## config.mk

```make
export PLATFORM = sky130hd
export DESIGN_NAME = cpu_status_flag_register
export DESIGN_NICKNAME = d
export VERILOG_FILES = /design/src/hdl/status_word_pkg.sv /design/src/hdl/cpu_status_flag_register.sv
export SDC_FILE = /design/constraint.sdc
export NUM_CORES = 1
export LEC_CHECK = 0
export ABC_AREA = 1
export BUFFER_PORTS_ARGS = -buffer_cell sky130_fd_sc_hd__buf_2
export CAP_MARGIN = 20
export CORE_MARGIN = 3
export CORE_UTILIZATION = 47
export DETAILED_ROUTE_END_ITERATION = 10
export MAX_ROUTING_LAYER = met4
export PLACE_DENSITY = 0.85
export SETUP_SLACK_MARGIN = 0.05
export SLEW_MARGIN = 20
export SYNTH_ARGS = -nofsm -noshare
export SYNTH_HDL_FRONTEND = slang
export SYNTH_SLANG_ARGS = --single-unit
```

## constraint.sdc

```tcl
create_clock -name clock_i -period 2.59 [get_ports clock_i]
set_input_delay 0.518 -clock clock_i [delete_from_list [all_inputs] [get_ports clock_i]]
set_output_delay 0.518 -clock clock_i [all_outputs]
set_load 0.005 [all_outputs]
```

## src/hdl/status_word_pkg.sv

```systemverilog
// Constants for the processor status word: field positions, reset value,
// register offsets and the operation classes of the execution logic.
// Assumes a 9-bit data-memory address with 128 locations per bank.
package status_word_pkg;

    // ==========================================================
    // Address map
    // ==========================================================
    localparam int ADDR_W = 9;
    localparam int OFS_W = 7;
    localparam logic [OFS_W-1:0] STAT_OFS = 7'h03;
    localparam logic [ADDR_W-1:0] EVT_ADDR = 9'h07e;
    localparam logic [ADDR_W-1:0] MASK_ADDR = 9'h07f;

    // ==========================================================
    // Field layout of the status word
    // ==========================================================
    localparam int IND_BIT = 7;
    localparam int BANK_HI = 6;
    localparam int BANK_LO = 5;
    localparam int WDX_BIT = 4;
    localparam int SLP_BIT = 3;
    localparam int ZERO_BIT = 2;
    localparam int DIG_BIT = 1;
    localparam int CRY_BIT = 0;
    localparam logic [7:0] STAT_RESET = 8'h18;
    localparam logic [7:0] STAT_WR_MASK = 8'he7;

    // ==========================================================
    // Event bits and operation classes
    // ==========================================================
    localparam int EVT_W = 2;
    localparam int EVT_WDX = 0;
    localparam int EVT_SLP = 1;
    localparam logic [2:0] OP_NONE = 3'h0;
    localparam logic [2:0] OP_ADD = 3'h1;
    localparam logic [2:0] OP_SUB = 3'h2;
    localparam logic [2:0] OP_LOGIC = 3'h3;
    localparam logic [2:0] OP_ZERO_FILE = 3'h4;
    localparam logic [2:0] OP_KICK = 3'h5;
    localparam logic [2:0] OP_SLEEP = 3'h6;

endpackage

```

## src/hdl/cpu_status_flag_register.sv

```systemverilog
// Processor status word of a small core, with its flag update logic.
// Assumes the execution logic presents each instruction for one clock:
// its operation class, operands and any file write, all in the same cycle.
//
// The plain strobed port and the register offsets are this design's own decisions.
`timescale 1ns/1ps
module cpu_status_flag_register
    import status_word_pkg::*;
(
    input wire logic clock_i,
    input wire logic sys_rst_i,
    input wire logic [ADDR_W-1:0] addr_i,
    input wire logic [7:0] wdata_i,
    input wire logic wr_i,
    input wire logic rd_i,
    input wire logic [2:0] op_i,
    input wire logic [7:0] operand_w_i,
    input wire logic [7:0] operand_f_i,
    input wire logic [7:0] logic_result_i,
    input wire logic wdt_timeout_i,
    output logic [7:0] rdata_o,
    output logic [7:0] status_o,
    output logic indirect_bank_hi_o,
    output logic [1:0] direct_bank_sel_o,
    output logic irq_o
);

    // ==========================================================
    // Flag arithmetic
    // ==========================================================
    // Returns {carry, digit carry, result}. Subtraction adds the two's
    // complement of W, so both carries come out as active-low borrows.
    function automatic logic [9:0] alu_flags(input logic [7:0] w, input logic [7:0] f,
                                             input logic sub);
        logic [7:0] wx;
        logic [8:0] full;
        logic [4:0] low;
        wx = sub ? ~w : w;
        full = {1'b0, f} + {1'b0, wx} + {8'h00, sub};
        low = {1'b0, f[3:0]} + {1'b0, wx[3:0]} + {4'h0, sub};
        return {full[8], low[4], full[7:0]};
    endfunction

    logic [7:0] stat_r;
    logic [7:0] stat_nxt;
    logic [EVT_W-1:0] evt_r;
    logic [EVT_W-1:0] evt_nxt;
    logic [EVT_W-1:0] mask_r;
    logic [EVT_W-1:0] mask_nxt;
    logic [9:0] arith;
    logic arith_op;
    logic stat_hit;
    logic stat_wr;
    logic flag_op;
    logic evt_rd;
    logic [7:0] wr_val;

    // ==========================================================
    // Decode
    // ==========================================================
    // Only the in-bank offset is compared, so every bank aliases here.
    // bank-free decode
    assign stat_hit = (addr_i[OFS_W-1:0] == STAT_OFS);
    assign stat_wr = wr_i && stat_hit;
    assign evt_rd = rd_i && (addr_i == EVT_ADDR);
    assign arith_op = (op_i == OP_ADD) || (op_i == OP_SUB);
    // Bit clear, bit set, swap and move decode as no class, so no flag result or flag lock applies to them.
    // flag-touching classes only
    assign flag_op = arith_op || (op_i == OP_LOGIC) || (op_i == OP_ZERO_FILE);
    assign arith = alu_flags(operand_w_i, operand_f_i, op_i == OP_SUB);
    assign wr_val = (op_i == OP_ZERO_FILE) ? 8'h00 : wdata_i;

    // ==========================================================
    // Next status word
    // ==========================================================
    // Order matters: the file write first, flag results over it, then
    // the reset-cause events, with a watchdog time-out last so that it
    // is never lost to a kick or sleep in the same cycle.
    always_comb begin
        stat_nxt = stat_r;
        if (stat_wr) begin
            stat_nxt = (wr_val & STAT_WR_MASK) | (stat_r & ~STAT_WR_MASK);
        end
        // A flag-touching instruction aimed at the status word loses its data for all
        // three flag bits; otherwise a logic op or a file clear would clobber the carries.
        // flag bits write-locked
        if (stat_wr && flag_op) begin
            stat_nxt[ZERO_BIT] = stat_r[ZERO_BIT];
            stat_nxt[DIG_BIT] = stat_r[DIG_BIT];
            stat_nxt[CRY_BIT] = stat_r[CRY_BIT];
        end
        if (arith_op) begin
            stat_nxt[ZERO_BIT] = (arith[7:0] == 8'h00);
            stat_nxt[DIG_BIT] = arith[8];
            stat_nxt[CRY_BIT] = arith[9];
        end
        if (op_i == OP_LOGIC) begin
            stat_nxt[ZERO_BIT] = (logic_result_i == 8'h00);
        end
        if (op_i == OP_ZERO_FILE) begin
            stat_nxt[ZERO_BIT] = 1'b1;
        end
        if (op_i == OP_KICK) begin
            stat_nxt[WDX_BIT] = 1'b1;
            stat_nxt[SLP_BIT] = 1'b1;
        end
        if (op_i == OP_SLEEP) begin
            stat_nxt[WDX_BIT] = 1'b1;
            stat_nxt[SLP_BIT] = 1'b0;
        end
        if (wdt_timeout_i) begin
            stat_nxt[WDX_BIT] = 1'b0;
        end
    end

    // ==========================================================
    // Status word and bank outputs
    // ==========================================================
    // Bank outputs come from the register, so a write shows up only after
    // the edge that ends the writing instruction.
    // bank change next instruction
    always_ff @(posedge clock_i) begin
        if (sys_rst_i) begin
            stat_r <= STAT_RESET;
        end else begin
            stat_r <= stat_nxt;
        end
    end

    assign status_o = stat_r;
    assign indirect_bank_hi_o = stat_r[IND_BIT];
    assign direct_bank_sel_o = stat_r[BANK_HI:BANK_LO];

    // ==========================================================
    // Event status, mask and interrupt
    // ==========================================================
    // A read clears the events it returned; an event in that very cycle
    // sets the bit again, so it is not lost.
    always_comb begin
        evt_nxt = evt_r & ~(evt_rd ? evt_r : {EVT_W{1'b0}});
        evt_nxt[EVT_WDX] = evt_nxt[EVT_WDX] | wdt_timeout_i;
        evt_nxt[EVT_SLP] = evt_nxt[EVT_SLP] | (op_i == OP_SLEEP);
        mask_nxt = mask_r;
        if (wr_i && (addr_i == MASK_ADDR)) begin
            mask_nxt = wdata_i[EVT_W-1:0];
        end
    end

    always_ff @(posedge clock_i) begin
        if (sys_rst_i) begin
            evt_r <= '0;
            mask_r <= '0;
        end else begin
            evt_r <= evt_nxt;
            mask_r <= mask_nxt;
        end
    end

    // Registered from the next values so the line tracks the bits exactly.
    always_ff @(posedge clock_i) begin
        if (sys_rst_i) begin
            irq_o <= 1'b0;
        end else begin
            irq_o <= |(evt_nxt & mask_nxt);
        end
    end

    // ==========================================================
    // Read port
    // ==========================================================
    // Data appear the cycle after the strobe; unmapped addresses read zero.
    always_ff @(posedge clock_i) begin
        if (sys_rst_i) begin
            rdata_o <= 8'h00;
        end else if (rd_i && stat_hit) begin
            rdata_o <= stat_r;
        end else if (evt_rd) begin
            rdata_o <= {{(8-EVT_W){1'b0}}, evt_r};
        end else if (rd_i && (addr_i == MASK_ADDR)) begin
            rdata_o <= {{(8-EVT_W){1'b0}}, mask_r};
        end else begin
            rdata_o <= 8'h00;
        end
    end
endmodule

```

After elaboration in Yosys (flattened, before gate mapping). Index checks and enable logic that the tools add are counted.

Output and inout bits: 20. Logic and storage cells: 64. Flip-flop bits (word level): 21.

Equality and inequality tests: 11. Reduce and logical (&&, ||, !) cells: 18. Add/sub/neg operators: 4. Mux-type cells: 15. Bitwise gates (word level): 7.

Operator list (count): 2-to-1 mux 8 bit (3); equality test 9 x 7 -> 1 bit, second input constant (2); zero test 8 bit (2); 2-to-1 mux 2 bit (6); adder 8 x 8 -> 9 bit (1); adder 9 x 1 -> 9 bit (1); equality test 3 bit, second input constant (3); inverter 8 bit (1); OR 8 x 5 -> 8 bit (1); nonzero test 4 bit (2); equality test 7 x 2 -> 1 bit, second input constant (1); equality test 3 x 2 -> 1 bit, second input constant (2); logical AND 1 bit (6); 2-to-1 mux 3 bit (2); adder 4 x 4 -> 5 bit (1); adder 5 x 1 -> 5 bit (1); 2-to-1 mux 5 bit (1); bitwise AND 2 bit (2); != test 4 x 3 -> 1 bit, second input constant (1); AND reduction 2 bit (2); equality test 3 x 1 -> 1 bit, second input constant (1); logical OR 1 bit (3); 2-to-1 mux 1 bit (3); nonzero test 3 bit (1); 5 further kinds (6).

Longest topological paths before layout. Gate-level depths: netlist of run 1.

Depth after elaboration: 9. Gate-level depth with buffers: 16. Gate-level depth less buffers: 16.

Worst setup path before layout of run 1. OpenSTA, ideal clock, no wires.

Path type: input to register. From: input port op_i[2]. To: register stat_r[0], in the netlist status_o[0]. Stages: 12. Slack: 0.434 ns. Path buffers: 0. Arrival: 2.088 ns. Required time: 2.522 ns. Cell sequence: inv_2 -> nand3_4 -> xor2_1 -> fa_1 -> inv_1 -> nand3_1 -> nand2_1 -> nor3b_1 -> o21ai_0 -> nand2_1 -> nand2_1 -> a21oi_2.

Cells in the longest elaborated chain, start to end: 7. Elaborated cells between the ends (all ways): 19.

Ends and longest elaborated chain: from (decl) (line cpu_status_flag_register.sv:16) `input wire logic [2:0] op_i,`; parallel branches: the longest is 7 deep, another holds adder 8 x 8 -> 9 bit; to (signal assigned) (line cpu_status_flag_register.sv:126) `stat_r <= stat_nxt;`; to (decl) (line cpu_status_flag_register.sv:44) `logic [7:0] stat_r;`.

Several ways; the timed one is not identified. The select of a mux whose other input is x is not followed. A chain may end at the register's enable or synchronous reset.

Worst setup path after layout of run 1. Same ends and word-level chain as after synthesis.

==> results of run 1 <==
## metal layers
layer / global-route usage, % / wire (um) / up-vias
li1: - / - / 828
met3: 4.50 / 238 / 4
met4: 5.23 / 29 / 0
met5: - / 0 / -
met1: 23.0 / 1540 / 665
met2: 27.3 / 1460 / 60
## registers in the layout, indices dropped and copies added, names as in the netlist
name and flops:
rdata_o 8, evt_r 2, mask_r 2, status_o 8
irq_o 1
## placed cells by master, fill, tap and decap left out, types with 2 or more instances in the layout
master,instances
buf_2,66
nor2_1,23
ha_1,8
nand2_2,5
a21oi_2,2
nor2_2,4
inv_1,31
nor4_1,2
clkbuf_4,3
nand4_1,6
o21ai_1,3
a22oi_1,3
nand3_1,16
a21oi_1,10
dfxtp_1,21
nor3_1,2
nand2_4,2
o2111ai_1,2
inv_2,4
o21ai_0,6
xnor2_1,7
nand2_1,37
## kinds of logic after synthesis
logic type / Yosys count / share of synthesized area [%]
buf+inv: 39 / 10.6
compound gates: 33 / 14.6
fa+ha+maj: 9 / 8.04
simple gates: 102 / 34.0
xor+xnor: 8 / 4.69
flops: 21 / 28.1
## stage by stage
stage | setup WS, ns | area (um^2) | total power [uW]
4_1_cts | 0.415 | 1880 | 726
6_report | 0.406 | 1880 | 720
5_1_grt | 0.219 | 1880 | 780
3_5_place_dp | 0.0899 | 1850 | 574
2_1_floorplan | 0.434 | 1490 | 496
3_3_place_gp | 0.155 | 1850 | 567
## power by group through the flow
stage	Sequential [uW]	Clock (uW)	Combinational [uW]
after detailed placement	343	0	230
after global routing	337	177	266
after CTS	336	159	232
final	336	153	232
after floorplan	343	0	153
after global placement	343	0	224
## worst max-delay path, cell delays in order
cell and delay (ns):
buf_2 0.12, inv_2 0.11, nand3_4 0.17, xor2_1 0.22, fa_1 0.42, inv_1 0.11
nand3_1 0.10, nand2_1 0.13, nor3b_1 0.18, o21ai_0 0.10, nand2_1 0.06, nand2_1 0.07
a21oi_2 0.13
## how the worst max path moves through the flow
stage | from | end | cells past startpoint
finish | op_i[2] | status_o[0] | 13
global route | op_i[2] | status_o[2] | 15
CTS | op_i[2] | status_o[0] | 13
detailed placement | op_i[2] | status_o[0] | 13
global placement | op_i[2] | status_o[0] | 13
floorplan | op_i[2] | status_o[0] | 12
## cell type report
type	instances	area, um^2	area share [%]
well taps	42	52.6	2.80
clock buffers	3	22.5	1.20
repair buffers	66	330	17.6
inverters	35	131	7.00
clock inverters	1	5.00	0.266
flip-flops and latches	21	420	22.4
multi-input cells	152	916	48.8
==> metrics, run 1 <==
Synth top area share 28.1%; largest cells by area after synthesis dfxtp_1 (28%), nand2_1 (9.3%), inv_1 (7.8%); fin crit period 2.18 ns; sequential power share 46.6%; worst rel slew slack 71.6%; clock group share of total power 21.2%; CTS sink cnt 21; # rows 19; Synth Register Bits 21; CP Data Arrival Time 2.43 ns; number of nets in the layout 337; Max Freq 0.458 GHz; Combinational Power Share 32.1%; WS Path Type input port to flop; Inst Count DP 316; Post-synth EDFFs 0; commonest cells in the netlist nand2_1 (37), inv_1 (31), nor2_1 (23), dfxtp_1 (21), nand3_1 (16); area delta synth->final 25.7%; r2r setup slk 1.68 ns; DRT antenna net count 0; H-tree Lvls 1; setup TNS 0 ns; sequential cell area fraction in the yosys report 28.1%; leading area contributor after synthesis dfxtp_1; Placer Congestion 0.799; reg-to-reg endpoint irq_o; Max Root-Sink Buffers 2; post-CTS sizing 0; postcts setup bufs 0; Final Non-Filler Cells 320; hold slack 0.417 ns; DRC Markers 0; Netlist cell types 36; net load switching power 233 uW; Post-synth ARST share 0%; Hold Path Depth 2; post-DP HPWL 2800 um; die height 62.4 um; n_diodes 0; initial antenna violation count 0; Top FF cell, synth dfxtp_1; maximum vdd drop 0.000209 V; CTS Hold Bufs 0; number of global-route vias before repair 1399; Leakage 0.000980 uW; WL/cell 10.2 um; I/O pins 69; final setup vio count 0; Least-Margin Pin Slew 0.423 ns; first-pass GRT wire length 5680 um; DR iter-0 viols 66; Period Utilization, post-route 84.3%; FF-to-FF Start evt_r[0]; Gate Count Post-Synth 212; MaxCap Viol Count 0; Syn Area/Cell 7.05 um^2; switch share 32.4%; pwr dens 384 nW/um^2; YS warnings 0; hold path start wdt_timeout_i; CTS tree yes; RSZ-0062 raised after global routing no; Final Core Density 64.8%; TritonCTS Buffers 3; Initial Util 51.5%; crit path launch type input port; Crit Path Max Fanout 8; Clock Skew 0.00306 ns; final slew viol count 0; Vias 1557; Syn Std Cell Area 1490 um^2; Final Hold Fails 0; Fill cells 292; Worst EP required 2.84 ns; layout cells sized above 1 33.1%; final WL 3270 um; status complete, no violations; Die ar. 3890 um^2; GR Overflow Total 0; Worst-Skew Late Latency 0.30 ns; most frequent cell after synthesis nand2_1; worst r2r path cells 3; CTS Root Cell clkbuf_4; Crit. End Element flop; Post-Syn Nets 270; Die W 62.4 um; Int Power 487 uW; Worst-path clk slew 0.11 ns; pin count of the biggest net entering global routing 13; hold endpoint status_o[4]; worst min path class input port to flop; input/output buffers 66; Initial DRT Pass Iterations 4; routed vias/inst 4.87; Floorplan Core Area 2900 um^2; GRT Overall Usage 17.7%
No activity file was read; power rests on OpenSTA's default activity.
==> run 2: changes to the inputs <==
Settings changed: ABC_AREA 1 to 0.
Clock period 2.59 ns to 2.1 ns, I/O delays scaled along.
==> run 2 against run 1 <==
Against the previous run: the run now ends with negative setup slack left; non-clock buffer count up 30; sequential power rose by 24%; die area increased by 0.67%; global-route usage is 2.5 points higher; clock power grew 33%; critical path depth is 4 lower; total power is 46% higher; largest power group is now combinational logic; highest routed layer unchanged.
==> metrics, run 2 <==
status complete, but fails checks; failing checks negative setup slack; DRT antenna net count 0 (unchanged); Slowest-stage cell, CP or4b_4; Syn Area/Cell 8.27 um^2 (+17%); most frequent cell after synthesis dfxtp_1; footprint of the multi-input gates 1120 um^2 (+23%); Clock Skew 0.00713 ns (+0.00406 ns); simple-gate share of the synthesized area 23.0% (-11 points); number of global-route vias before repair 1480 (+5.8%); CP top delay family simple AND/OR/NAND/NOR gates; Hold Path Depth 2 (unchanged); Fill cells 206 (-29%); Worst EP required 2.31 ns (-0.53 ns); worst min path class input port to flop; hold slack 0.326 ns (-0.0910 ns); sequential power share 39.4% (-7.2 points); Netlist cell types 49 (+36%); post-DP HPWL 3230 um (+15%); Crit Path Max Fanout 3 (-5); final slew viol count 0 (unchanged); Least-Margin Pin Slew 0.385 ns (-0.0380 ns); Final Non-Filler Cells 312 (-2.5%); layout cells sized above 1 47.4% (+14 points); MaxCap Viol Count 0 (unchanged); WL/cell 13.7 um (+34%); Combinational Power Share 41.2% (+9.1 points); pin count of the biggest net entering global routing 20 (+7); RSZ-0062 raised after global routing yes; # rows 19 (unchanged); Period Utilization, post-route 101%; H-tree Lvls 1 (unchanged); leading area contributor after synthesis dfxtp_1; GRT Overall Usage 20.2% (+2.5 points); DR iter-0 viols 79 (+20%); CP Data Arrival Time 2.33 ns (-0.10 ns); CTS sink cnt 21 (unchanged); input/output buffers 66 (unchanged); register area 420 um^2 (unchanged); CTS Root Cell clkbuf_4; Gate Count Post-Synth 182 (-14%); worst rel slew slack 74.1% (+2.5 points); die height 62.6 um (+0.34%); maximum vdd drop 0.000319 V (+53%); sequential cell area fraction in the yosys report 27.9% (-0.21 points); Die W 62.6 um (+0.34%); Die ar. 3920 um^2 (+0.67%); post-synthesis mux area share 5.49% (+5.5 points); n_diodes 0 (unchanged); final WL 4270 um (+31%); Post-Syn Nets 240 (-11%); Vias 1695 (+8.9%); Placer Congestion 0.818 (+2.5%); initial antenna violation count 0 (unchanged); first-pass GRT wire length 6440 um (+13%); Setup crit start op_i[0]; Synth Register Bits 21 (unchanged); Tot Pwr 1050 uW (+46%); DRC Markers 0 (unchanged); CP peak stage delay 0.52 ns (+0.10 ns); number of nets in the layout 329 (-2.4%); commonest non-fill, non-tap cell in the layout buf_2; worst setup margin -0.0190 ns (-0.425 ns); Leakage 0.00107 uW (+9.6%); Final Core Density 77.6% (+13 points); switch share 32.8% (+0.36 points); net load switching power 345 uW (+48%); worst path cell trace buf_8 -> or4b_4 -> a21boi_2 -> fa_2 -> nor2b_4 -> o22ai_4 -> mux2i_2 -> nor3_2 -> a41o_1; crit path launch type input port; Compound-Gate Fraction of Synth Area 20.7% (+6.1 points); Synth Area in XOR/XNOR 7.56% (+2.9 points); GR Overflow Total 0 (unchanged); FF-to-FF Start status_o[2]; final setup vio count 1 (+1); most frequent cells in the layout buf_2 (63), buf_4 (27), dfxtp_1 (21); Synth top area share 27.9% (-0.21 points); setup TNS -0.0190 ns (-0.0190 ns); Max Freq 0.472 GHz; Initial DRT Pass Iterations 4 (unchanged); commonest cells in the netlist dfxtp_1 (21), nor2_1 (14), a21oi_1 (13), xor2_1 (10); largest cells by area after synthesis dfxtp_1 (28%), ha_1 (6.7%), xor2_1 (5.8%); Max Root-Sink Buffers 2 (unchanged); WS Path Type input port to flop; Post-synth ARST share 0% (unchanged); Syn Std Cell Area 1510 um^2 (+0.75%); area delta synth->final 49.5%; clock group share of total power 19.3% (-1.9 points); Crit. End Element flop; CTS tree yes; Post-synth EDFFs 0 (unchanged); routed vias/inst 5.43 (+12%); WP depth 9 (-4); Worst-Skew Late Latency 0.31 ns (about the same); YS warnings 0 (unchanged); Final Hold Fails 0 (unchanged); Worst-path clk slew 0.12 ns (about the same); adder-cell share of the synthesized area 8.65% (+0.60 points); Top FF cell, synth dfxtp_1; Initial Util 51.9% (+0.39 points); Floorplan Core Area 2900 um^2 (unchanged); crit path buf inv count 1 (-2); hold path start wdt_timeout_i; Inst Count DP 304 (-3.8%); I/O pins 69 (unchanged); TritonCTS Buffers 3 (unchanged); pwr dens 468 nW/um^2 (+22%); main combinational cell family by area after synthesis simple AND/OR/NAND/NOR gates; Int Power 708 uW (+45%); worst r2r path cells 3 (unchanged); fin crit period 2.12 ns
==> run 2: final cells by class <==
cell class	instances	area share, %
inverters	9	1.50
clock buffers	3	1.00
repair buffers	96	26.2
flip-flops and latches	21	18.7
clock inverters	1	0.334
multi-input cells	140	49.9
well taps	42	2.34
==> run 2: timing repair <==
item	4_1_cts	5_1_grt
setup endpoints to repair	1	3
pin swaps	5	13
hold buffers	0	0
buffers inserted	2	2
gates resized for setup	8	22
==> run 2: path summary, 6_finish.rpt <==
check                endpoint  slack (ns)
setup / recovery  status_o[2]       -0.02
hold / removal    status_o[4]        0.33
setup reg to reg  status_o[2]        0.96
hold reg to reg   status_o[5]        0.48
==> run 2: cells by family (layout without fill, tap and decap cells) <==
group,after synthesis,in the layout
compound gates,47,47
xor+xnor,13,13
fa+ha+maj,10,10
buf+inv,21,109
flops,21,21
mux,8,8
simple gates,62,62
==> run 2: worst register-to-register path, stage by stage, from the launching register on <==
cell	delay, ns
dfxtp_1	0.35
o31ai_1	0.39
nor3_2	0.09
a41o_1	0.22
==> run 2: per-layer routing <==
layer	vias to the layer above	global-route usage [%]	part of all wire, %
li1	835	-	-
met1	761	26.0	43
met2	84	33.2	47
met3	15	3.96	8.0
met4	0	3.58	2.0
met5	-	-	0
==> run 2: per-stage QoR <==
step | setup WS, ns | instance area, um^2
after floorplan | -0.219 | 1570
after global placement | -0.363 | 2050
after detailed placement | -0.449 | 2050
after CTS | 0.000963 | 2120
after global routing | -0.0934 | 2250
final | -0.0190 | 2250
==> run 2: power by group through the flow <==
| stage | logic, uW | registers [uW] | clock network [uW] |
|---|---|---|---|
| final | 434 | 415 | 203 |
| after floorplan | 213 | 423 | 0 |
| after detailed placement | 360 | 424 | 0 |
| after CTS | 378 | 415 | 207 |
| after global routing | 475 | 417 | 226 |
| after global placement | 352 | 424 | 0 |
==> run 3: changes to the inputs <==
==> constraint.sdc (replaced) <==
create_clock -name clock_i -period 2.1 [get_ports clock_i]
set_input_delay 0.21 -clock clock_i [delete_from_list [all_inputs] [get_ports clock_i]]
set_output_delay 0.21 -clock clock_i [all_outputs]
set_load 0.005 [all_outputs]
==> run 3 against run 2 <==
Against the previous run: die area is the same; sequential share of layout area up 2.2 points; global-route usage shrank 0.35 points; non-clock buffer count decreased by 14; clock power shrank 6%; via count fell by 2.7%; wire length down 12%; worst hold slack worse by 0.19 ns; largest power group is now sequential cells; cell area is 11% lower; the flow now finishes without violations.
==> metrics, run 3 (synthesis results as in run 2) <==
CTS Hold Bufs 0 (unchanged); met3 Use GR 5.04% (+1.1 points); Slowest-stage cell, CP or4b_4; Tot Pwr 955 uW (-9.3%); Final Non-Filler Cells 298 (-4.5%); final setup vio count 0 (-1); Initial Util 51.9% (unchanged); Final Hold Fails 0 (unchanged); M2 GR Usage 33.0% (-0.13 points); status complete, no violations; Initial DRT Pass Iterations 4 (unchanged); MaxCap Viol Count 0 (unchanged); post-DP HPWL 3150 um (-2.4%); Int Power 655 uW (-7.5%); r2r setup slk 0.92 ns (-0.04 ns); Leakage 0.000989 uW (-7.9%); crit path buf inv count 1 (unchanged); I/O pins 69 (unchanged); Period Utilization, post-route 92.7% (-8.2 points); worst min path class input port to flop; Worst-Skew Late Latency 0.31 ns (about the same); CTS sink cnt 21 (unchanged); Placer Congestion 0.849 (+3.7%); Crit. End Element flop; Die W 62.6 um (unchanged); crit path launch type input port; RSZ-0062 raised after global routing no; CTS tree yes; Max Root-Sink Buffers 2 (unchanged); GRT Overall Usage 19.8% (-0.35 points); CP Data Arrival Time 2.16 ns (-0.17 ns); layout cells sized above 1 39.5% (-8.0 points); maximum vdd drop 0.000295 V (-7.5%); initial antenna violation count 0 (unchanged); Max Freq 0.514 GHz (+8.8%); Fill cells 230 (+12%); Crit Path Max Fanout 3 (unchanged); final WL 3770 um (-12%); WS Path Type input port to flop; routed vias/inst 5.54 (+1.9%); fin crit period 1.95 ns (-0.172 ns); sequential power share 43.5% (+4.1 points); Floorplan Core Area 2900 um^2 (unchanged); pin count of the biggest net entering global routing 20 (unchanged); Inst Count DP 294 (-3.3%); Worst EP required 2.31 ns (about the same); Final Core Density 69.3% (-8.3 points); Die ar. 3920 um^2 (unchanged); CP peak stage delay 0.53 ns (about the same); switch share 31.4% (-1.3 points); area delta synth->final 33.5%; Vias 1650 (-2.7%); first-pass GRT wire length 6290 um (-2.4%); Clock Skew 0.00814 ns (+0.00101 ns); worst rel slew slack 66.4% (-7.7 points); DR iter-0 viols 88 (+11%); number of nets in the layout 315 (-4.3%); net load switching power 300 uW (-13%); number of global-route vias before repair 1518 (+2.6%); pwr dens 475 nW/um^2 (+1.6%); die height 62.6 um (unchanged); clock group share of total power 19.9% (+0.6 points); footprint of the multi-input gates 1020 um^2 (-8.8%); register area 420 um^2 (unchanged); final slew viol count 0 (unchanged); WL/cell 12.7 um (-7.5%); DRT antenna net count 0 (unchanged); # rows 19 (unchanged); DRC Markers 0 (unchanged); n_diodes 0 (unchanged); hold slack 0.136 ns (-0.190 ns); most frequent cells in the layout buf_2 (66), dfxtp_1 (21), buf_4 (16); Combinational Power Share 36.6% (-4.6 points); CTS Root Cell clkbuf_4; GR peak layer met2; Least-Margin Pin Slew 0.497 ns (+0.111 ns); worst path cell trace buf_2 -> or4b_4 -> a21boi_0 -> fa_2 -> nor2b_2 -> o22ai_2 -> mux2i_1 -> nor3_1 -> a41o_1; TritonCTS Buffers 3 (unchanged); commonest non-fill, non-tap cell in the layout buf_2; GR Overflow Total 0 (unchanged); Worst-path clk slew 0.12 ns (about the same); input/output buffers 66 (unchanged); CP top delay family simple AND/OR/NAND/NOR gates; H-tree Lvls 1 (unchanged); met1 usage 23.4% (-2.7 points)
run 3: cell types whose count changed in the layout (fill, tap and decap cells not counted), sizes merged:
cell and change:
buf -14, clkinvlp -1, clkinv +1
run 3: per-stage QoR:
step / setup WS (ns) / instance area, um^2 / setup TNS, ns
after CTS: 0.121 / 2000 / 0
final: 0.153 / 2010 / 0
after floorplan: -0.0122 / 1550 / -0.0122
after global routing: 0.0516 / 2010 / 0
after detailed placement: -0.201 / 1970 / -0.357
after global placement: -0.136 / 1970 / -0.218
run 3: layout make-up:
type | count | area share, %
tap | 42 | 2.62
multi-input combinational | 140 | 51.0
clock buffer | 3 | 1.12
clock inverter | 1 | 0.249
timing repair buffer | 82 | 22.4
sequential | 21 | 20.9
inverter | 9 | 1.68
run 3: worst paths after layout:
check	cells after the start	startpoint	to
min	2	wdt_timeout_i	status_o[4]
min reg2reg	2	status_o[6]	status_o[6]
max	9	op_i[0]	status_o[2]
max reg2reg	3	status_o[2]	status_o[2]
run 3: timing repair:
| action | 4_1_cts | 5_1_grt |
|---|---|---|
| setup buffers | 0 | 0 |
| resized for setup | 0 | 3 |
| endpoints found under the setup margin | 0 | 1 |
run 3: routing by layer:
metal	wire length, um	vias to the layer above
met3	335	12
li1	-	812
met5	0	-
met1	1550	748
met4	65	0
met2	1820	78
run 3: power groups by stage:
stage               Sequential [uW]  Clock (uW)  Combinational (uW)
finish                          415         190                 349
global route                    417         220                 385
CTS                             415         194                 344
detailed placement              424           0                 342
global placement                424           0                 334
floorplan                       423           0                 210
run 3: worst reg2reg max path, delay by kind of cell (launching register included):
kind             cells  cell delay, ns
flip-flops           1            0.35
AO/OA/AOI/OAI        2            0.62
AND/OR/NAND/NOR      1            0.12
